==> src/pkg/gtc_pkg.sv <==
// Constants shared by the gated sixteen bit timer counter and its helpers
package gtc_pkg;
   // Register byte addresses on the APB bus
   localparam logic [7:0] ADDR_CONTROL = 8'h00;
   localparam logic [7:0] ADDR_CLOCK_SOURCE = 8'h04;
   localparam logic [7:0] ADDR_COUNT_LOW = 8'h08;
   localparam logic [7:0] ADDR_COUNT_HIGH = 8'h0C;
   localparam logic [7:0] ADDR_STATUS = 8'h10;
   localparam logic [7:0] ADDR_OSC_ENABLE = 8'h14;
   // Control register fields
   localparam int CTRL_RUN_BIT = 0;
   localparam int CTRL_WIDE_BIT = 1;
   localparam int CTRL_RETIME_OFF_BIT = 2;
   localparam int CTRL_PRESCALE_LSB = 4;
   localparam int CTRL_GATE_EN_BIT = 6;
   localparam int CTRL_GATE_POL_BIT = 7;
   localparam logic [7:0] CTRL_WRITE_MASK = 8'hF7;
   localparam logic [7:0] CTRL_RESET = 8'h00;
   // Clock source encodings
   localparam logic [1:0] SRC_EXTERNAL_PIN = 2'h0;
   localparam logic [1:0] SRC_INSTRUCTION = 2'h1;
   localparam logic [1:0] SRC_FULL_OSC = 2'h2;
   localparam logic [1:0] SRC_CRYSTAL = 2'h3;
   localparam logic [1:0] SRC_RESET = 2'h0;
   // Status and oscillator enable fields
   localparam int STAT_OVERFLOW_BIT = 0;
   localparam int STAT_SLEEP_BIT = 1;
   localparam int OSC_CRYSTAL_EN_BIT = 0;
   // Counter, shadow and prescaler reset values, and the counter's all-ones value
   localparam logic [15:0] COUNT_RESET = 16'h0000;
   localparam logic [15:0] COUNT_ALL_ONES = 16'hFFFF;
   localparam logic [7:0] SHADOW_RESET = 8'h00;
   localparam logic [2:0] PRESCALE_RESET = 3'h0;
   // Instruction cycle is four system clocks
   localparam int SYS_CLK_HZ = 40000000;
   localparam int CLOCKS_PER_INSTRUCTION = 4;
   localparam logic [1:0] INSTR_DIV_LAST = 2'(CLOCKS_PER_INSTRUCTION - 1);
endpackage

==> src/pkg/gtc_edge_if.sv <==
// Interface joining the timer core to one input edge detector
`timescale 1ns/100ps
interface gtc_edge_if;
   logic rawIn; // Pin level, asynchronous to clk_sys
   logic bypass; // Skip the two-stage synchroniser
   logic hold; // Freeze the synchronised path (Sleep)
   logic level; // Selected filtered level
   logic rise; // One-cycle pulse on a rising edge
   logic fall; // One-cycle pulse on a falling edge
   modport core (output rawIn, output bypass, output hold,
      input level, input rise, input fall);
   modport detect (input rawIn, input bypass, input hold,
      output level, output rise, output fall);
endinterface // gtc_edge_if

==> src/logic/gtc_edge_detect.sv <==
// Input synchroniser with bypass and edge pulses
`timescale 1ns/100ps
module gtc_edge_detect (
   input wire logic clk_sys,
   input wire logic rst,
   gtc_edge_if.detect edge_port
);
   logic syncFirst_reg; // First synchroniser stage, read only by second
   logic syncSecond_reg; // Second synchroniser stage
   logic level_reg; // Previous selected level
   logic levelNow; // Level chosen by bypass

   // Two-stage synchroniser; frozen while held so Sleep stops it
   always_ff @(posedge clk_sys) begin
      if (rst) begin
         syncFirst_reg <= 1'b0;
         syncSecond_reg <= 1'b0;
      end else if (!edge_port.hold) begin
         syncFirst_reg <= edge_port.rawIn;
         syncSecond_reg <= syncFirst_reg;
      end
   end

   // Bypass takes the pin as is, two clocks earlier than synced path
   assign levelNow = edge_port.bypass ? edge_port.rawIn : syncSecond_reg;

   // Remember level for edge detection
   always_ff @(posedge clk_sys) begin
      if (rst) begin
         level_reg <= 1'b0;
      end else begin
         level_reg <= levelNow;
      end
   end

   assign edge_port.level = levelNow;
   assign edge_port.rise = levelNow && !level_reg;
   assign edge_port.fall = !levelNow && level_reg;
endmodule // gtc_edge_detect

==> src/logic/gtc_timer.sv <==
// Gated sixteen bit timer counter with APB register access
`timescale 1ns/100ps
module gtc_timer (
   input wire logic clk_sys,
   input wire logic rst,
   input wire logic psel,
   input wire logic penable,
   input wire logic pwrite,
   input wire logic [7:0] paddr,
   input wire logic [31:0] pwdata,
   output logic [31:0] prdata,
   output logic pready,
   output logic pslverr,
   input wire logic externalCountInput,
   input wire logic crystalClockIn,
   input wire logic gateIn,
   input wire logic sleepMode,
   output logic overflowFlagOut,
   output logic wakeRequest,
   output logic crystalOscEnableOut
);
   // Software-visible registers
   logic [7:0] control_reg; // Run, wide access, retime off, prescale, gate
   logic [1:0] clockSource_reg; // Counter clock source select
   logic crystalOscEnable_reg; // Crystal oscillator enable
   logic [15:0] countPair_reg; // The live count
   logic [7:0] highShadow_reg; // High byte shadow for wide access
   logic overflowFlag_reg; // Sticky rollover flag
   // Internal counting state
   logic [2:0] prescaleCount_reg; // Hidden prescale counter
   logic [1:0] instrDiv_reg; // Divider making the instruction cycle
   logic armed_reg; // A falling edge has been seen since last disarm
   // Registered bus answer and wake request
   logic [31:0] prdata_reg;
   logic pready_reg;
   logic pslverr_reg;
   logic wakeRequest_reg;

   // Decoded control fields
   logic runBit;
   logic wideAccess;
   logic retimeOff;
   logic [1:0] prescaleSelect;
   logic gateCountEnable;
   logic gatePolarity;
   // Bus strobes
   logic setupPhase;
   logic accessDone;
   logic writeLow;
   logic writeHigh;
   logic readLow;
   logic writeStatus;
   logic mappedAddr;
   // Counting chain and read byte
   logic instrTick;
   logic sourceTick;
   logic gateOpen;
   logic countEnable;
   logic prescaleLast;
   logic incrementNow;
   logic rolloverNow;
   logic externalSource;
   logic asyncMode;
   logic [7:0] readByte;

   // Edge detectors for the pin input and the crystal clock
   gtc_edge_if extEdge ();
   gtc_edge_if xtalEdge ();

   assign runBit = control_reg[gtc_pkg::CTRL_RUN_BIT];
   assign wideAccess = control_reg[gtc_pkg::CTRL_WIDE_BIT];
   assign retimeOff = control_reg[gtc_pkg::CTRL_RETIME_OFF_BIT];
   assign prescaleSelect = control_reg[gtc_pkg::CTRL_PRESCALE_LSB +: 2];
   assign gateCountEnable = control_reg[gtc_pkg::CTRL_GATE_EN_BIT];
   assign gatePolarity = control_reg[gtc_pkg::CTRL_GATE_POL_BIT];

   // External sources are the pin and the crystal
   assign externalSource = (clockSource_reg == gtc_pkg::SRC_EXTERNAL_PIN)
      || (clockSource_reg == gtc_pkg::SRC_CRYSTAL);
   // Retime-off only matters for external sources
   assign asyncMode = retimeOff && externalSource;

   // Pin path: synchronised unless retime is off
   assign extEdge.rawIn = externalCountInput;
   assign extEdge.bypass = retimeOff;
   assign extEdge.hold = sleepMode;
   gtc_edge_detect extDetect (
      .clk_sys (clk_sys),
      .rst (rst),
      .edge_port (extEdge)
   );

   // Crystal path: oscillator keeps toggling during Sleep
   assign xtalEdge.rawIn = crystalClockIn && crystalOscEnable_reg;
   assign xtalEdge.bypass = retimeOff;
   assign xtalEdge.hold = sleepMode;
   gtc_edge_detect xtalDetect (
      .clk_sys (clk_sys),
      .rst (rst),
      .edge_port (xtalEdge)
   );

   // APB phase decode; the answer is always ready in the first access cycle
   assign setupPhase = psel && !penable;
   assign accessDone = psel && penable && pready_reg;
   assign mappedAddr = (paddr == gtc_pkg::ADDR_CONTROL)
      || (paddr == gtc_pkg::ADDR_CLOCK_SOURCE)
      || (paddr == gtc_pkg::ADDR_COUNT_LOW)
      || (paddr == gtc_pkg::ADDR_COUNT_HIGH)
      || (paddr == gtc_pkg::ADDR_STATUS)
      || (paddr == gtc_pkg::ADDR_OSC_ENABLE);
   assign writeLow = accessDone && pwrite && (paddr == gtc_pkg::ADDR_COUNT_LOW);
   assign writeHigh = accessDone && pwrite && (paddr == gtc_pkg::ADDR_COUNT_HIGH);
   assign readLow = accessDone && !pwrite && (paddr == gtc_pkg::ADDR_COUNT_LOW);
   assign writeStatus = accessDone && pwrite && (paddr == gtc_pkg::ADDR_STATUS);

   // Instruction-cycle divider: one enable pulse every four system clocks
   always_ff @(posedge clk_sys) begin
      if (rst) begin
         instrDiv_reg <= 2'h0;
      end else begin
         instrDiv_reg <= instrDiv_reg + 2'h1;
      end
   end
   assign instrTick = (instrDiv_reg == gtc_pkg::INSTR_DIV_LAST);

   // Source tick selection; internal clocks stop while asleep
   always_comb begin
      sourceTick = 1'b0;
      unique case (clockSource_reg)
         gtc_pkg::SRC_EXTERNAL_PIN: begin
            // Counted only after a falling edge re-armed the input
            sourceTick = extEdge.rise && armed_reg && (!sleepMode || asyncMode);
         end
         gtc_pkg::SRC_INSTRUCTION: begin
            sourceTick = instrTick && !sleepMode;
         end
         gtc_pkg::SRC_FULL_OSC: begin
            // Every system clock: four counts per instruction cycle
            sourceTick = !sleepMode;
         end
         gtc_pkg::SRC_CRYSTAL: begin
            // Only the async path survives Sleep
            sourceTick = xtalEdge.rise && armed_reg && (!sleepMode || asyncMode);
         end
      endcase
   end

   // Falling-edge arming of the counter input; disarm on a count byte write or stop
   always_ff @(posedge clk_sys) begin
      if (rst) begin
         armed_reg <= 1'b0;
      end else if (!runBit || writeLow || writeHigh) begin
         armed_reg <= 1'b0;
      end else if ((clockSource_reg == gtc_pkg::SRC_CRYSTAL) ? xtalEdge.fall
            : extEdge.fall) begin
         armed_reg <= 1'b1;
      end
   end

   // Gate: counts when gate level matches polarity, or gate disabled
   assign gateOpen = !gateCountEnable || (gateIn == gatePolarity);
   assign countEnable = runBit && gateOpen;

   // Terminal count of the prescaler for 1, 2, 4 or 8
   always_comb begin
      unique case (prescaleSelect)
         2'h0: prescaleLast = 1'b1;
         2'h1: prescaleLast = (prescaleCount_reg[0] == 1'b1);
         2'h2: prescaleLast = (prescaleCount_reg[1:0] == 2'h3);
         2'h3: prescaleLast = (prescaleCount_reg == 3'h7);
      endcase
   end

   // Prescaler: hidden; cleared by low byte writes only
   always_ff @(posedge clk_sys) begin
      if (rst) begin
         prescaleCount_reg <= gtc_pkg::PRESCALE_RESET;
      end else if (writeLow) begin
         prescaleCount_reg <= gtc_pkg::PRESCALE_RESET;
      end else if (sourceTick && countEnable) begin
         // Wraps through terminal count, so a shorter ratio reuses low bits
         prescaleCount_reg <= prescaleLast ? gtc_pkg::PRESCALE_RESET
            : prescaleCount_reg + 3'h1;
      end
   end

   assign incrementNow = sourceTick && countEnable && prescaleLast;
   assign rolloverNow = incrementNow && (countPair_reg == gtc_pkg::COUNT_ALL_ONES);

   // Count register; software writes win over an increment in that cycle.
   // Writing while counting asynchronously can race, which is why software
   // must stop the timer first
   always_ff @(posedge clk_sys) begin
      if (rst) begin
         countPair_reg <= gtc_pkg::COUNT_RESET;
      end else if (writeLow) begin
         if (wideAccess) begin
            // All sixteen bits change together
            countPair_reg <= {highShadow_reg, pwdata[7:0]};
         end else begin
            countPair_reg <= {countPair_reg[15:8], pwdata[7:0]};
         end
      end else if (writeHigh && !wideAccess) begin
         countPair_reg <= {pwdata[7:0], countPair_reg[7:0]};
      end else if (incrementNow) begin
         // Wraps from all ones to zero naturally
         countPair_reg <= countPair_reg + 16'h0001;
      end
   end

   // High byte shadow, used only in wide access mode
   always_ff @(posedge clk_sys) begin
      if (rst) begin
         highShadow_reg <= gtc_pkg::SHADOW_RESET;
      end else if (wideAccess && readLow) begin
         highShadow_reg <= countPair_reg[15:8];
      end else if (wideAccess && writeHigh) begin
         // Software preloads the high byte here before the low write
         highShadow_reg <= pwdata[7:0];
      end
   end

   // Overflow flag: sticky, write one to clear, a new rollover wins
   always_ff @(posedge clk_sys) begin
      if (rst) begin
         overflowFlag_reg <= 1'b0;
      end else if (rolloverNow) begin
         overflowFlag_reg <= 1'b1;
      end else if (writeStatus && pwdata[gtc_pkg::STAT_OVERFLOW_BIT]) begin
         overflowFlag_reg <= 1'b0;
      end
   end

   // Wake request: a pending overflow while asleep wakes the processor
   always_ff @(posedge clk_sys) begin
      if (rst) begin
         wakeRequest_reg <= 1'b0;
      end else begin
         wakeRequest_reg <= sleepMode && (overflowFlag_reg || rolloverNow);
      end
   end

   // Configuration registers; switching sync/async may gain or lose one
   // count through the two-clock synchroniser latency, which is accepted
   always_ff @(posedge clk_sys) begin
      if (rst) begin
         control_reg <= gtc_pkg::CTRL_RESET;
         clockSource_reg <= gtc_pkg::SRC_RESET;
         crystalOscEnable_reg <= 1'b0;
      end else if (accessDone && pwrite) begin
         if (paddr == gtc_pkg::ADDR_CONTROL) begin
            control_reg <= pwdata[7:0] & gtc_pkg::CTRL_WRITE_MASK;
         end
         if (paddr == gtc_pkg::ADDR_CLOCK_SOURCE) begin
            clockSource_reg <= pwdata[1:0];
         end
         if (paddr == gtc_pkg::ADDR_OSC_ENABLE) begin
            // Software waits for start-up before selecting the crystal
            crystalOscEnable_reg <= pwdata[gtc_pkg::OSC_CRYSTAL_EN_BIT];
         end
      end
   end

   // Read multiplexer; single clock domain so every byte read is coherent
   always_comb begin
      readByte = 8'h00;
      unique case (paddr)
         gtc_pkg::ADDR_CONTROL: readByte = control_reg;
         gtc_pkg::ADDR_CLOCK_SOURCE: readByte = {6'h00, clockSource_reg};
         // Live low byte in both modes
         gtc_pkg::ADDR_COUNT_LOW: readByte = countPair_reg[7:0];
         gtc_pkg::ADDR_COUNT_HIGH: begin
            // Shadow in wide mode, live byte otherwise
            readByte = wideAccess ? highShadow_reg : countPair_reg[15:8];
         end
         gtc_pkg::ADDR_STATUS: begin
            readByte = {6'h00, sleepMode, overflowFlag_reg};
         end
         gtc_pkg::ADDR_OSC_ENABLE: readByte = {7'h00, crystalOscEnable_reg};
         default: readByte = 8'h00;
      endcase
   end

   // APB answer: data, ready and error are captured in the setup cycle, so
   // the access phase always completes in its first cycle.
   // Reading the low byte in the same transfer still sees the live value.
   always_ff @(posedge clk_sys) begin
      if (rst) begin
         pready_reg <= 1'b0;
         pslverr_reg <= 1'b0;
         prdata_reg <= 32'h00000000;
      end else if (setupPhase) begin
         pready_reg <= 1'b1;
         pslverr_reg <= !mappedAddr;
         prdata_reg <= pwrite ? 32'h00000000 : {24'h000000, readByte};
      end else begin
         pready_reg <= 1'b0;
         pslverr_reg <= 1'b0;
         prdata_reg <= 32'h00000000;
      end
   end

   // Registered outputs
   assign prdata = prdata_reg;
   assign pready = pready_reg;
   assign pslverr = pslverr_reg;
   assign overflowFlagOut = overflowFlag_reg;
   assign wakeRequest = wakeRequest_reg;
   assign crystalOscEnableOut = crystalOscEnable_reg;
endmodule // gtc_timer

==> config.mk <==
export PLATFORM = sky130hd
export DESIGN_NAME = gtc_timer
export DESIGN_NICKNAME = d
export VERILOG_FILES = /design/src/pkg/gtc_pkg.sv /design/src/pkg/gtc_edge_if.sv /design/src/logic/gtc_edge_detect.sv /design/src/logic/gtc_timer.sv
export SDC_FILE = /design/constraint.sdc
export NUM_CORES = 1
export LEC_CHECK = 0
export CAP_MARGIN = 20
export CELL_PAD_IN_SITES_DETAIL_PLACEMENT = 0
export CELL_PAD_IN_SITES_GLOBAL_PLACEMENT = 1
export CORE_MARGIN = 1
export CORE_UTILIZATION = 50
export DETAILED_ROUTE_END_ITERATION = 12
export DONT_BUFFER_PORTS = 1
export PLACE_DENSITY = 0.87
export SYNTH_ARGS = -nofsm -noshare
export SYNTH_HDL_FRONTEND = slang
export SYNTH_SLANG_ARGS = --single-unit
==> constraint.sdc <==
create_clock -name clk_sys -period 4.3 [get_ports clk_sys]
set_input_delay 0.43 -clock clk_sys [delete_from_list [all_inputs] [get_ports clk_sys]]
set_output_delay 0.43 -clock clk_sys [all_outputs]
set_load 0.05 [all_outputs]
### Yosys cells after proc, flatten, opt, wreduce, memory -nomap -nowiden

Cells that the tools add are included.

* input bits: 49
* logic and storage cells: 127
* output and inout bits: 37
* register bits after elaboration: 82

* equality and inequality tests: 18
* add/subtract/negate cells: 3
* mux-type cells: 17
* reduce and logical (&&, ||, !) cells: 67
* bitwise gates (word level): 1

Operators by type and width (number)
* $mux W16: 4
* $pmux W8 S6: 1
* $logic_and A1 B1 Y1: 29
* $mux W8: 3
* $add A16 B1 Y16 const B: 1
* $eq A16 B16 Y1 const B: 1
* $eq A8 B4 Y1 const B: 2
* $eq A8 B5 Y1 const B: 2
* $eq A2 B2 Y1 const B: 6
* $logic_not A1 Y1: 11
* $logic_or A1 B1 Y1: 11
* $reduce_and A2 Y1: 5
* $eq A8 B3 Y1 const B: 1
* $logic_not A8 Y1: 1
* $pmux W1 S4: 2
* $mux W1: 6
* $reduce_bool A2 Y1: 3
* $reduce_or A2 Y1: 3
* $eq A2 B1 Y1 const B: 2
* $logic_not A2 Y1: 2
* $ne A2 B2 Y1 const B: 2
* $add A3 B1 Y3 const B: 1
* $eq A3 B3 Y1 const B: 1
* $mux W3: 1
* other kinds (5): 5

### Logic depth before layout (Yosys ltp)

Gate-level depths: netlist (run 1).

* depth in word-level cells: 11
* mapped depth: 9
* gate-level depth less buffers: 8

### By module

Synthesis (run 1) repeated with hierarchy kept, for this count alone.

* cell total of the unflattened synthesis: 408
* area total of the unflattened synthesis: 3418.3 um^2

By module, submodules not included
* gtc_timer: cells each 384, instances 1, sequential area each 1041.0 um^2, area each 3188.1 um^2
* gtc_edge_detect: cells each 12, instances 2, sequential area each 60.1 um^2, area each 115.1 um^2

### Least setup slack after synthesis (run 1)

OpenSTA, ideal clock, no wires.

* path kind: reg-to-reg
* from: register clockSource_reg[0]
* to: register wakeRequest_reg, in the netlist wakeRequest
* data required time: 4.234 ns
* arrival: 2.138 ns
* path buffers: 0
* path slack: 2.096 ns
* period minus slack after synthesis: 2.204 ns
* cell stages (with the launch flop): 9
* library setup time: 0.066 ns
* cell sequence: dfxtp_1 > inv_1 > ha_1 > or2_2 > o32ai_4 > and4b_4 > nand2_4 > or4_4 > a21oi_2

* cells in the longest elaborated chain, start to end: 11
* elaborated cells on any way between the ends: 15
* classes of those cells: 3 x eq/ne; 1 x mux; 11 x reduce/logical

Ends and longest elaborated chain
* from (decl): line gtc_timer.sv:24 `logic [1:0] clockSource_reg;`
* from (signal assigned): line gtc_timer.sv:249 `clockSource_reg <= gtc_pkg::SRC_RESET;`
* from (signal assigned): line gtc_timer.sv:256 `clockSource_reg <= pwdata[1:0];`
* $eq A2 B2 Y1 / $logic_not A2 Y1 (equally long branches): line gtc_timer.sv:79, gtc_timer.sv:130, gtc_timer.sv:78
* $logic_or A1 B1 Y1: line gtc_timer.sv:79 `|| (clockSource_reg == gtc_pkg::SRC_CRYSTAL);`
* $logic_and A1 B1 Y1: line gtc_timer.sv:81 `assign asyncMode = retimeOff && externalSource;`
* $logic_or A1 B1 Y1: line gtc_timer.sv:133, gtc_timer.sv:144
* $logic_and A1 B1 Y1 (on tied branches): line gtc_timer.sv:144, gtc_timer.sv:133
* $pmux W1 S4 (*): line gtc_timer.sv:130 `unique case (clockSource_reg)`
* $logic_and A1 B1 Y1 (*) (2 in a row): line gtc_timer.sv:188 `assign incrementNow = sourceTick && countEnable && prescaleLast;`
* $logic_and A1 B1 Y1 (*): line gtc_timer.sv:189 `assign rolloverNow = incrementNow && (countPair_reg == gtc_pkg::COUNT_ALL_ONES);`
* $logic_or A1 B1 Y1 (*): line gtc_timer.sv:240 `wakeRequest_reg <= sleepMode && (overflowFlag_reg || rolloverNow);`
* $logic_and A1 B1 Y1 (*): line gtc_timer.sv:240
* to (signal assigned): line gtc_timer.sv:240
* to (decl): line gtc_timer.sv:37 `logic wakeRequest_reg;`

Every way passes the cells marked *; elsewhere a longest branch is shown, timed or not.
A chain may end at the register's enable or synchronous reset.

### Worst setup path in the final report (run 1)

* from: register clockSource_reg[0]
* to: register countPair_reg[15]

* cells in the longest elaborated chain, start to end: 10
* elaborated cells on any way between the ends: 14
* classes of those cells: 3 x eq/ne; 1 x mux; 10 x reduce/logical

Ends and longest elaborated chain
* $eq A2 B2 Y1 / $logic_not A2 Y1 (equally long branches): line gtc_timer.sv:79, gtc_timer.sv:130, gtc_timer.sv:78
* $logic_or A1 B1 Y1: line gtc_timer.sv:79
* $logic_and A1 B1 Y1: line gtc_timer.sv:81
* $logic_or A1 B1 Y1: line gtc_timer.sv:133, gtc_timer.sv:144
* $logic_and A1 B1 Y1 (on tied branches): line gtc_timer.sv:144, gtc_timer.sv:133
* $pmux W1 S4 (*): line gtc_timer.sv:130
* $logic_and A1 B1 Y1 (*) (2 in a row): line gtc_timer.sv:188
* $reduce_bool A3 Y1 (no source line) (*)
* $reduce_and A2 Y1 (no source line) (*)
* to (signal assigned): line gtc_timer.sv:196 `countPair_reg <= gtc_pkg::COUNT_RESET;`
* to (signal assigned): line gtc_timer.sv:200 `countPair_reg <= {highShadow_reg, pwdata[7:0]};`
* to (signal assigned): line gtc_timer.sv:202 `countPair_reg <= {countPair_reg[15:8], pwdata[7:0]};`
* to (decl): line gtc_timer.sv:26 `logic [15:0] countPair_reg;`

Marks and branches as above.

==> impl_metrics.json, run 1 <==
{
  "detailed_place_hpwl_um": 6680,
  "timing.clock.skew_ns": 0.00679,
  "worst-endpoint-required_ns": 4.59,
  "grt_use_total_pct": 27.1,
  "start_util_pct": 52.5,
  "slew_violations": 0,
  "max_slew_margin_pct": 44.6,
  "post_layout_instance_area_mm2": 0.00377,
  "cts_hold_repair.buffers": 0,
  "worst_hold_path.num_cells": 1,
  "num_rows": 30,
  "gp_routability_congestion": 0.877,
  "syn_area_per_cell_um2": 8.27,
  "filler_cell_count": 662,
  "vdd_drop_max_mv": 0.199,
  "fp.coreArea_mm2": 0.00687,
  "syn_to_final_growth_pct": 4.61,
  "cts.root.buffer_cell": "sky130_fd_sc_hd__clkbuf_8",
  "reg2reg_depth": 7,
  "post_synth_main_area_contributors": "sky130_fd_sc_hd__dfxtp_1, sky130_fd_sc_hd__mux2i_1, sky130_fd_sc_hd__buf_4",
  "antenna_violation_net_count_after_detailed_routing": 0,
  "path_clk_slew_ns": 0.07,
  "post_cts_resized": 0,
  "status": "completed",
  "largest_register_ff_count": 16,
  "drv_cap": 0,
  "chipHeight_um": 86.9,
  "worstSetupStartpoint": "clockSource_reg[0]$_SDFFE_PP0P_",
  "dpl-instance-area_mm2": 0.00353,
  "critPathLaunchType": "register",
  "wirelength_um": 9650,
  "yosysMostFrequentCell": "sky130_fd_sc_hd__dfxtp_1",
  "proportion_of_synthesized_chip_area_in_sequential_cells_pct": 32.2,
  "drcViolationCount": 0,
  "grt_start_max_net_pins": 52,
  "synth_top_area_share_pct": 32.2,
  "hold_viol": 0,
  "setup_total_negative_slack_ns": 0,
  "yosys_most_used_dff": "sky130_fd_sc_hd__dfxtp_1",
  "synthesis.instances": 436,
  "post_synthesis_cell_area_mm2": 0.00361,
  "total_leakage_power_uw": 0.00125,
  "hold_path_class": "in2reg",
  "gr-total-overflow": 0,
  "h_tree_lvls": 3,
  "first_global_vias": 2925,
  "final_core_util_pct": 54.9,
  "multi_input_combinational_cell_area_mm2": 0.00219,
  "area_of_the_die_mm2": 0.00756,
  "worst_path_arrival_ns": 2.92,
  "number_of_antenna_violations_at_the_first_check_in_global_routing": 0,
  "nNetsFinal": 478,
  "worst_pin_slew_ns": 0.830,
  "final_setup_violation_count": 0,
  "cp_max_fo": 7,
  "rr_startpoint": "clockSource_reg[0]$_SDFFE_PP0P_",
  "synth_commonest_cells": "sky130_fd_sc_hd__dfxtp_1, sky130_fd_sc_hd__nor2_1, sky130_fd_sc_hd__nand2_1, sky130_fd_sc_hd__a21oi_1",
  "timing_worst_setup_path_type": "reg2reg",
  "area.sequential_mm2": 0.00116,
  "final_min_period_over_clock_period_pct": 61.0,
  "buffers_added_on_ports": 0,
  "worst-r2r-setup-slack_ns": 1.67,
  "maxClockFrequency_mhz": 381,
  "grt_pass1_wl_um": 15300,
  "crit_path_end": "countPair_reg[15]$_SDFFE_PP0P_",
  "route.detailed.vias_per_inst": 6.23,
  "end_kind": "register",
  "power_density_mw_per_mm2": 325,
  "cts.sink_count": 58,
  "insertion_delay_ns": 0.35,
  "chipWidth_um": 86.9,
  "drive_gt1_share_pct": 10.1,
  "cts_tree": "yes",
  "cell_type_with_the_highest_aggregate_area_in_the_netlist": "sky130_fd_sc_hd__dfxtp_1",
  "num_io_pins": 86,
  "first_iter_violations": 253,
  "yosysUniqueCellTypes": 68,
  "routedWlPerCell_um": 18.4,
  "cts_max_path_buffers": 2,
  "yosys_warnings": 0,
  "grt_setup_unrepaired": "no",
  "clock_buffers_created_by_tritoncts": 9,
  "synthArstFlopShare_pct": 0,
  "synth.ff_latch_count": 58,
  "final.min_clock_period_ns": 2.63,
  "post_cts.repair.setup_buffers": 0,
  "num_antenna_cells": 0,
  "power_total_uw": 1230,
  "dr_total_vias": 3257,
  "worst_r2r_endpoint": "countPair_reg[15]$_SDFFE_PP0P_",
  "synth-edff-count": 0,
  "detailedRoute.firstPassIterationCount": 5
}
-- metrics by stage --
step	std cells	hold WS, ns	setup WS, ns
5_1_grt	523	0.134	1.55
4_1_cts	523	0.133	1.70
3_3_place_gp	507	0.402	1.66
6_report	523	0.138	1.67
2_1_floorplan	459	0.399	2.10
3_5_place_dp	507	0.408	1.63
-- where the power goes --
| group | total (uW) | leakage, uW | switching, uW | internal (uW) |
|---|---|---|---|---|
| clock network | 612 | 0.000119 | 239 | 373 |
| logic | 71.2 | 0.000663 | 58.3 | 12.8 |
| registers | 545 | 0.000468 | 4.38 | 540 |
| total | 1230 | 0.00125 | 301 | 926 |
-- placed cells by master (no fill, tap or decap), types with 4 or more instances in the layout --
master,synthesis,routed
sky130_fd_sc_hd__a211oi_1,16,16
sky130_fd_sc_hd__a21oi_1,34,34
sky130_fd_sc_hd__a22oi_1,6,6
sky130_fd_sc_hd__a311oi_1,4,4
sky130_fd_sc_hd__a31oi_1,6,6
sky130_fd_sc_hd__and3_1,4,4
sky130_fd_sc_hd__clkbuf_8,0,12
sky130_fd_sc_hd__conb_1,1,24
sky130_fd_sc_hd__dfxtp_1,58,58
sky130_fd_sc_hd__ha_1,7,7
sky130_fd_sc_hd__inv_1,12,12
sky130_fd_sc_hd__mux2i_1,26,26
sky130_fd_sc_hd__nand2_1,36,36
sky130_fd_sc_hd__nand2b_1,8,8
sky130_fd_sc_hd__nand3_1,14,14
sky130_fd_sc_hd__nand4_1,7,7
sky130_fd_sc_hd__nor2_1,41,41
sky130_fd_sc_hd__nor2b_1,6,6
sky130_fd_sc_hd__nor3_1,9,9
sky130_fd_sc_hd__o211ai_1,4,4
sky130_fd_sc_hd__o21ai_0,13,13
sky130_fd_sc_hd__o32a_1,4,4
sky130_fd_sc_hd__xnor2_1,5,5
-- cells by family (layout without fill, tap and decap cells) --
group	count (synthesis)	count (layout)	synth area share, %
and+or+nand+nor	156	156	23.4
AOI/OAI and AO/OA	117	117	22.7
buffers and inverters	62	30	9.54
DFF	58	58	32.2
muxes	27	27	7.63
xor gates and xnor gates	8	8	1.94
adders and majority gates	7	7	2.43
other	1	24	0.104
-- worst max-delay path, cell delays in order (launching register included) --
cell,delay [ns]
sky130_fd_sc_hd__dfxtp_1,0.44
sky130_fd_sc_hd__ha_1,0.29
sky130_fd_sc_hd__mux2_4,0.33
sky130_fd_sc_hd__o32ai_4,0.24
sky130_fd_sc_hd__nand4b_2,0.27
sky130_fd_sc_hd__o21ai_2,0.40
sky130_fd_sc_hd__and2_1,0.37
sky130_fd_sc_hd__o221a_1,0.22
-- area by class of cell --
| cell class | count | share of cell area [%] |
|---|---|---|
| Multi-Input combinational cell | 339 | 58.1 |
| Sequential cell | 58 | 30.8 |
| Clock buffer | 12 | 4.38 |
| Tap cell | 96 | 3.18 |
| Clock inverter | 4 | 1.92 |
| Inverter | 12 | 1.19 |
| Timing Repair Buffer | 2 | 0.398 |
-- layer usage --
layer | global-route usage [%] | vias up | part of all wire (%)
met2 | 42.7 | 158 | 46
met4 | 10.0 | 0 | 1.9
met1 | 37.0 | 1562 | 45
li1 | - | 1515 | -
met3 | 4.83 | 22 | 7.6
met5 | 0 | - | 0
-- worst min-delay path by stage --
| stage | to | from | slack [ns] |
|---|---|---|---|
| after floorplan | instrDiv_reg[0]$_SDFF_PP0_ | instrDiv_reg[0]$_SDFF_PP0_ | 0.40 |
| after global placement | instrDiv_reg[0]$_SDFF_PP0_ | instrDiv_reg[0]$_SDFF_PP0_ | 0.40 |
| after detailed placement | instrDiv_reg[0]$_SDFF_PP0_ | instrDiv_reg[0]$_SDFF_PP0_ | 0.41 |
| after CTS | overflowFlagOut$_SDFFE_PP0P_ | rst | 0.13 |
| after global routing | overflowFlagOut$_SDFFE_PP0P_ | rst | 0.13 |
| final | overflowFlagOut$_SDFFE_PP0P_ | rst | 0.14 |
Power figures use the tool's default switching activity.
==> inputs of run 2 (changes only) <==
CORE_UTILIZATION = 42   (was 50)
PLACE_DENSITY = 0.79   (was 0.87)
clock period = 2.13 ns   (was 4.3 ns; I/O delays follow)
==> run 2 against run 1 <==
  * The run now ends with negative setup slack left
  * Hold slack got worse by 0.13 ns
  * Critical path depth unchanged
  * Sequential power rose by 100%
  * Clock skew increased by 0.0043 ns
==> impl_metrics.json, run 2 (synthesis results as in run 1) <==
{
  "fp.coreArea_mm2": 0.00826,
  "chipHeight_um": 94.7,
  "setup_total_negative_slack_ns": -0.0540,
  "first_iter_violations": 236,
  "syn_to_final_growth_pct": 16.5,
  "final_setup_violation_count": 2,
  "antenna_violation_net_count_after_detailed_routing": 0,
  "cp_slowest_stage_delay_ns": 0.53,
  "grt_pass1_wl_um": 16800,
  "dp_worst_setup_slack_ns": -0.0794,
  "area_of_the_die_mm2": 0.00896,
  "detailedRoute.firstPassIterationCount": 6,
  "nNetsFinal": 525,
  "worst-endpoint-required_ns": 2.41,
  "grt_use_total_pct": 25.2,
  "area.sequential_mm2": 0.00117,
  "number_of_antenna_violations_at_the_first_check_in_global_routing": 0,
  "critical_path.slowest_cell": "sky130_fd_sc_hd__or4_4",
  "h_tree_lvls": 3,
  "gp_routability_congestion": 0.908,
  "dr_total_vias": 3388,
  "reg2reg_depth": 7,
  "cts.root.buffer_cell": "sky130_fd_sc_hd__clkbuf_8",
  "insertion_delay_ns": 0.35,
  "worstSetupPathDepth": 7,
  "timing.critical_path.buf_inv": 0,
  "post_layout_instance_area_mm2": 0.00420,
  "status": "finished, violations left",
  "layout_common_cells": "sky130_fd_sc_hd__dfxtp_1, sky130_fd_sc_hd__buf_4, sky130_fd_sc_hd__nor2_1",
  "grt_setup_unrepaired": "yes",
  "timing_worst_setup_path_type": "reg2reg",
  "power_density_mw_per_mm2": 550,
  "final_cells": 579,
  "hold_path_class": "in2reg",
  "worst_path_arrival_ns": 2.46,
  "max_slew_margin_pct": 54.2,
  "slew_violations": 0,
  "cp_cell_sequence": "ha_4 -> mux2_4 -> o32ai_4 -> and4b_4 -> nand2_4 -> or4_4 -> a21oi_2",
  "chipWidth_um": 94.7,
  "final_core_util_pct": 50.9,
  "clock_buffers_created_by_tritoncts": 9,
  "worst_pin_slew_ns": 0.682,
  "rr_startpoint": "clockSource_reg[1]$_SDFFE_PP0P_",
  "route.detailed.vias_per_inst": 5.85,
  "cp_max_fo": 3,
  "final.min_clock_period_ns": 2.18,
  "dpl-instance-area_mm2": 0.00389,
  "largest_register_ff_count": 16,
  "hold_viol": 0,
  "maxClockFrequency_mhz": 459,
  "num_rows": 33,
  "buffers_added_on_ports": 0,
  "cts_max_path_buffers": 2,
  "routedWlPerCell_um": 18.7,
  "drv_cap": 0,
  "worst-r2r-setup-slack_ns": -0.05,
  "place.detailed.instances": 556,
  "layout.cells.most_common": "sky130_fd_sc_hd__dfxtp_1",
  "violations_in_the_final_reports": "negative setup slack",
  "timing.clock.skew_ns": 0.0111,
  "worst_path_top_cell_family_by_delay": "simple AND/OR/NAND/NOR gates",
  "critPathLaunchType": "register",
  "worst_r2r_endpoint": "wakeRequest$_SDFF_PP0_",
  "drcViolationCount": 0,
  "total_leakage_power_uw": 0.00148,
  "first_global_vias": 3005,
  "filler_cell_count": 800,
  "drive_gt1_share_pct": 20.3,
  "timing.final.ws_setup_ns": -0.0480,
  "final_min_period_over_clock_period_pct": 102,
  "detailed_place_hpwl_um": 7500,
  "multi_input_combinational_cell_area_mm2": 0.00226,
  "worstSetupStartpoint": "clockSource_reg[1]$_SDFFE_PP0P_",
  "wirelength_um": 10800,
  "num_antenna_cells": 0,
  "path_clk_slew_ns": 0.07,
  "cts_tree": "yes",
  "cts.sink_count": 58,
  "start_util_pct": 43.7,
  "grt_start_max_net_pins": 46,
  "num_io_pins": 86,
  "end_kind": "register",
  "gr-total-overflow": 0,
  "crit_path_end": "wakeRequest$_SDFF_PP0_",
  "vdd_drop_max_mv": 0.297
}
run 2: timing repair:
action,4_1_cts,5_1_grt
endpoints found under the hold margin,47,0
pin swaps,0,3
gates resized for setup,6,5
endpoints found under the setup margin,10,14
setup buffers,0,1
hold buffers,6,0
run 2: worst min-delay path by stage:
| stage | from | to | cells after the start |
|---|---|---|---|
| final | pwdata[1] | clockSource_reg[1]$_SDFFE_PP0P_ | 2 |
| after global placement | rst | instrDiv_reg[0]$_SDFF_PP0_ | 1 |
| after CTS | pwdata[1] | clockSource_reg[1]$_SDFFE_PP0P_ | 2 |
| after detailed placement | rst | overflowFlagOut$_SDFFE_PP0P_ | 1 |
| after floorplan | pwrite | prdata[0]$_SDFF_PP0_ | 1 |
| after global routing | pwdata[1] | clockSource_reg[1]$_SDFFE_PP0P_ | 2 |
run 2: final cells by class:
type | instances | share of cell area, %
Tap cell | 105 | 3.13
Sequential cell | 58 | 27.8
Inverter | 12 | 1.07
Timing Repair Buffer | 49 | 9.65
Clock buffer | 11 | 3.37
Clock inverter | 5 | 1.28
Multi-Input combinational cell | 339 | 53.7
run 2: stage by stage:
| step | power (uW) | hold slack, ns |
|---|---|---|
| floorplan | 1320 | 0.292 |
| global placement | 1270 | 0.284 |
| detailed placement | 1270 | 0.284 |
| CTS | 2330 | 0.00162 |
| global route | 2380 | 0.000543 |
| finish | 2310 | 0.00600 |
run 2: where the power goes:
group	switching [uW]	internal, uW	total, uW
Sequential	6.06	1090	1100
Clock	466	568	1030
Combinational	139	39.0	178
run 2: per-layer routing:
metal	vias up	wire, um	global-route usage [%]
li1	1614	-	-
met1	1588	4820	34.5
met2	162	4890	37.2
met3	24	858	6.60
met4	0	272	10.6
met5	-	0	0
==> inputs of run 3 (changes only) <==
BUFFER_PORTS_ARGS = -buffer_cell sky130_fd_sc_hd__buf_2   (was unset)
CORE_UTILIZATION = 36   (was 42)
DONT_BUFFER_PORTS = unset   (was 1)
PLACE_DENSITY = 0.8   (was 0.79)
SETUP_SLACK_MARGIN = 0.5   (was unset)
==> run 3 against run 2 <==
  * Final area grew 12%
  * Critical path type unchanged
  * Register-to-register slack is essentially flat
  * Count of clock-buffer cells in the layout is the same
  * Clock power grew 26%
  * Global-route usage shrank 2.9 points
  * Flip-flop and latch count is the same
  * The run still ends with negative setup slack left
  * Maximum frequency grew 0.49%
  * Largest cell class unchanged
==> impl_metrics.json, run 3 (synthesis results as in run 1) <==
{
  "violations_in_the_final_reports": "negative setup slack",
  "first_global_vias": 3350,
  "hold_viol": 0,
  "worst-r2r-setup-slack_ns": -0.04,
  "timing.clock.skew_ns": 0.00796,
  "grt_start_max_net_pins": 51,
  "number_of_antenna_violations_at_the_first_check_in_global_routing": 0,
  "chipWidth_um": 102,
  "chipHeight_um": 102,
  "drv_cap": 0,
  "worstSetupStartpoint": "clockSource_reg[1]$_SDFFE_PP0P_",
  "grt_pass1_wl_um": 17500,
  "fp.coreArea_mm2": 0.00973,
  "met1_demand_to_capacity_share_in_global_routing_pct": 27.6,
  "dr_total_vias": 3555,
  "drive_gt1_share_pct": 32.8,
  "num_rows": 36,
  "final_core_util_pct": 48.3,
  "status": "finished, violations left",
  "worst_r2r_endpoint": "overflowFlagOut$_SDFFE_PP0P_",
  "worst-endpoint-required_ns": 2.42,
  "drcViolationCount": 0,
  "num_antenna_cells": 0,
  "grt-busiest-layer": "met2",
  "start_util_pct": 37.1,
  "grt_use_total_pct": 22.3,
  "final_setup_violation_count": 4,
  "timing_worst_setup_path_type": "reg2reg",
  "vdd_drop_max_mv": 0.279,
  "insertion_delay_ns": 0.36,
  "gr-total-overflow": 0,
  "crit_path_end": "overflowFlagOut$_SDFFE_PP0P_",
  "cts_max_path_buffers": 2,
  "end_kind": "register",
  "syn_to_final_growth_pct": 30.4,
  "cp_max_fo": 3,
  "grt_setup_unrepaired": "yes",
  "cts.sink_count": 58,
  "clock_buffers_created_by_tritoncts": 9,
  "path_clk_slew_ns": 0.06,
  "gp_routability_congestion": 0.877,
  "layout_common_cells": "sky130_fd_sc_hd__dfxtp_1, sky130_fd_sc_hd__buf_4, sky130_fd_sc_hd__nor2_1",
  "worst_hold_margin_ns": 0.108,
  "wirelength_um": 11100,
  "critPathLaunchType": "register",
  "antenna_violation_net_count_after_detailed_routing": 0,
  "final.min_clock_period_ns": 2.17,
  "layout.cells.most_common": "sky130_fd_sc_hd__dfxtp_1",
  "final_min_period_over_clock_period_pct": 102,
  "route.detailed.vias_per_inst": 5.44,
  "largest_register_ff_count": 16,
  "area_of_the_die_mm2": 0.0104,
  "detailed_place_hpwl_um": 7890,
  "dp_worst_setup_slack_ns": -0.0368,
  "num_io_pins": 86,
  "maxClockFrequency_mhz": 461,
  "use_met2_pct": 37.0,
  "nNetsFinal": 572,
  "detailedRoute.firstPassIterationCount": 4,
  "slew_violations": 0,
  "total_leakage_power_uw": 0.00177,
  "worst_hold_path.num_cells": 3,
  "rr_startpoint": "clockSource_reg[1]$_SDFFE_PP0P_",
  "max_slew_margin_pct": 59.8,
  "met3_track_demand_over_resource_in_global_routing_pct": 4.04,
  "buffers_added_on_ports": 37,
  "cts_tree": "yes",
  "power_density_mw_per_mm2": 562,
  "h_tree_lvls": 3,
  "routedWlPerCell_um": 16.9,
  "worst_pin_slew_ns": 0.603,
  "reg2reg_depth": 7,
  "timing.final.ws_setup_ns": -0.0374,
  "cts.root.buffer_cell": "sky130_fd_sc_hd__clkbuf_8",
  "first_iter_violations": 221,
  "hold_path_class": "in2reg",
  "worst_path_arrival_ns": 2.46
}
[run 3: cell count changes in the layout (fill, tap and decap cells not counted), moves of 4 or more]
cell,change
sky130_fd_sc_hd__a21oi_1,-10
sky130_fd_sc_hd__a21oi_2,+9
sky130_fd_sc_hd__buf_2,+37
sky130_fd_sc_hd__buf_4,+11
sky130_fd_sc_hd__buf_6,+4
sky130_fd_sc_hd__dlygate4sd3_1,-5
[run 3: worst min path at each step]
stage | endpoint | slack (ns) | startpoint
final | extDetect.syncFirst_reg$_SDFFE_PP0N_ | 0.11 | externalCountInput
after global routing | extDetect.syncFirst_reg$_SDFFE_PP0N_ | 0.13 | externalCountInput
after floorplan | prdata[0]$_SDFF_PP0_ | 0.29 | pwrite
after CTS | extDetect.syncFirst_reg$_SDFFE_PP0N_ | 0.11 | externalCountInput
after detailed placement | instrDiv_reg[0]$_SDFF_PP0_ | 0.42 | instrDiv_reg[0]$_SDFF_PP0_
after global placement | instrDiv_reg[0]$_SDFF_PP0_ | 0.41 | instrDiv_reg[0]$_SDFF_PP0_
[run 3: critical path: stages, from the launching register on]
cell and delay (ns):
sky130_fd_sc_hd__dfxtp_4 0.36, sky130_fd_sc_hd__ha_4 0.16, sky130_fd_sc_hd__mux2_4 0.31, sky130_fd_sc_hd__o32ai_4 0.23
sky130_fd_sc_hd__and4b_4 0.30, sky130_fd_sc_hd__nand2_4 0.06, sky130_fd_sc_hd__or4_4 0.53, sky130_fd_sc_hd__a21oi_2 0.13
[run 3: area by class of cell]
cell class / count / area (um2)
sequential: 58 / 1170
inverter: 12 / 45.0
fill: 953 / 5030
tap: 133 / 166
clock inverter: 5 / 100
clock buffer: 11 / 151
timing repair buffer: 96 / 668
multi-input combinational: 339 / 2400
[run 3: layer usage]
layer | up-vias | share of wire, %
met2 | 143 | 48
met3 | 24 | 6.3
li1 | 1707 | -
met4 | 0 | 2.9
met1 | 1681 | 43
met5 | - | 0
[run 3: stage by stage]
step                cells  cell area (um2)  power [uW]  TNS (ns)
floorplan             459             3780        1320         0
global placement      629             4220        1360   -0.0392
detailed placement    629             4220        1360    -0.152
CTS                   648             4620        2650   -0.0374
global route          654             4700        2710    -0.483
finish                654             4700        2640    -0.106
[run 3: where the power goes]
group	leakage (uW)	internal, uW	switching, uW	total (uW)
sequential	0.000470	1090	3.53	1090
combinational	0.00117	52.1	196	248
clock	0.000129	836	466	1300
[run 3: what timing repair did]
action / CTS / global route
resized for setup: 29 / 7
pin swaps: 21 / 11
hold buffers: 0 / 0
endpoints found under the hold margin: 0 / 0
buffers inserted: 3 / 6
endpoints found under the setup margin: 21 / 30
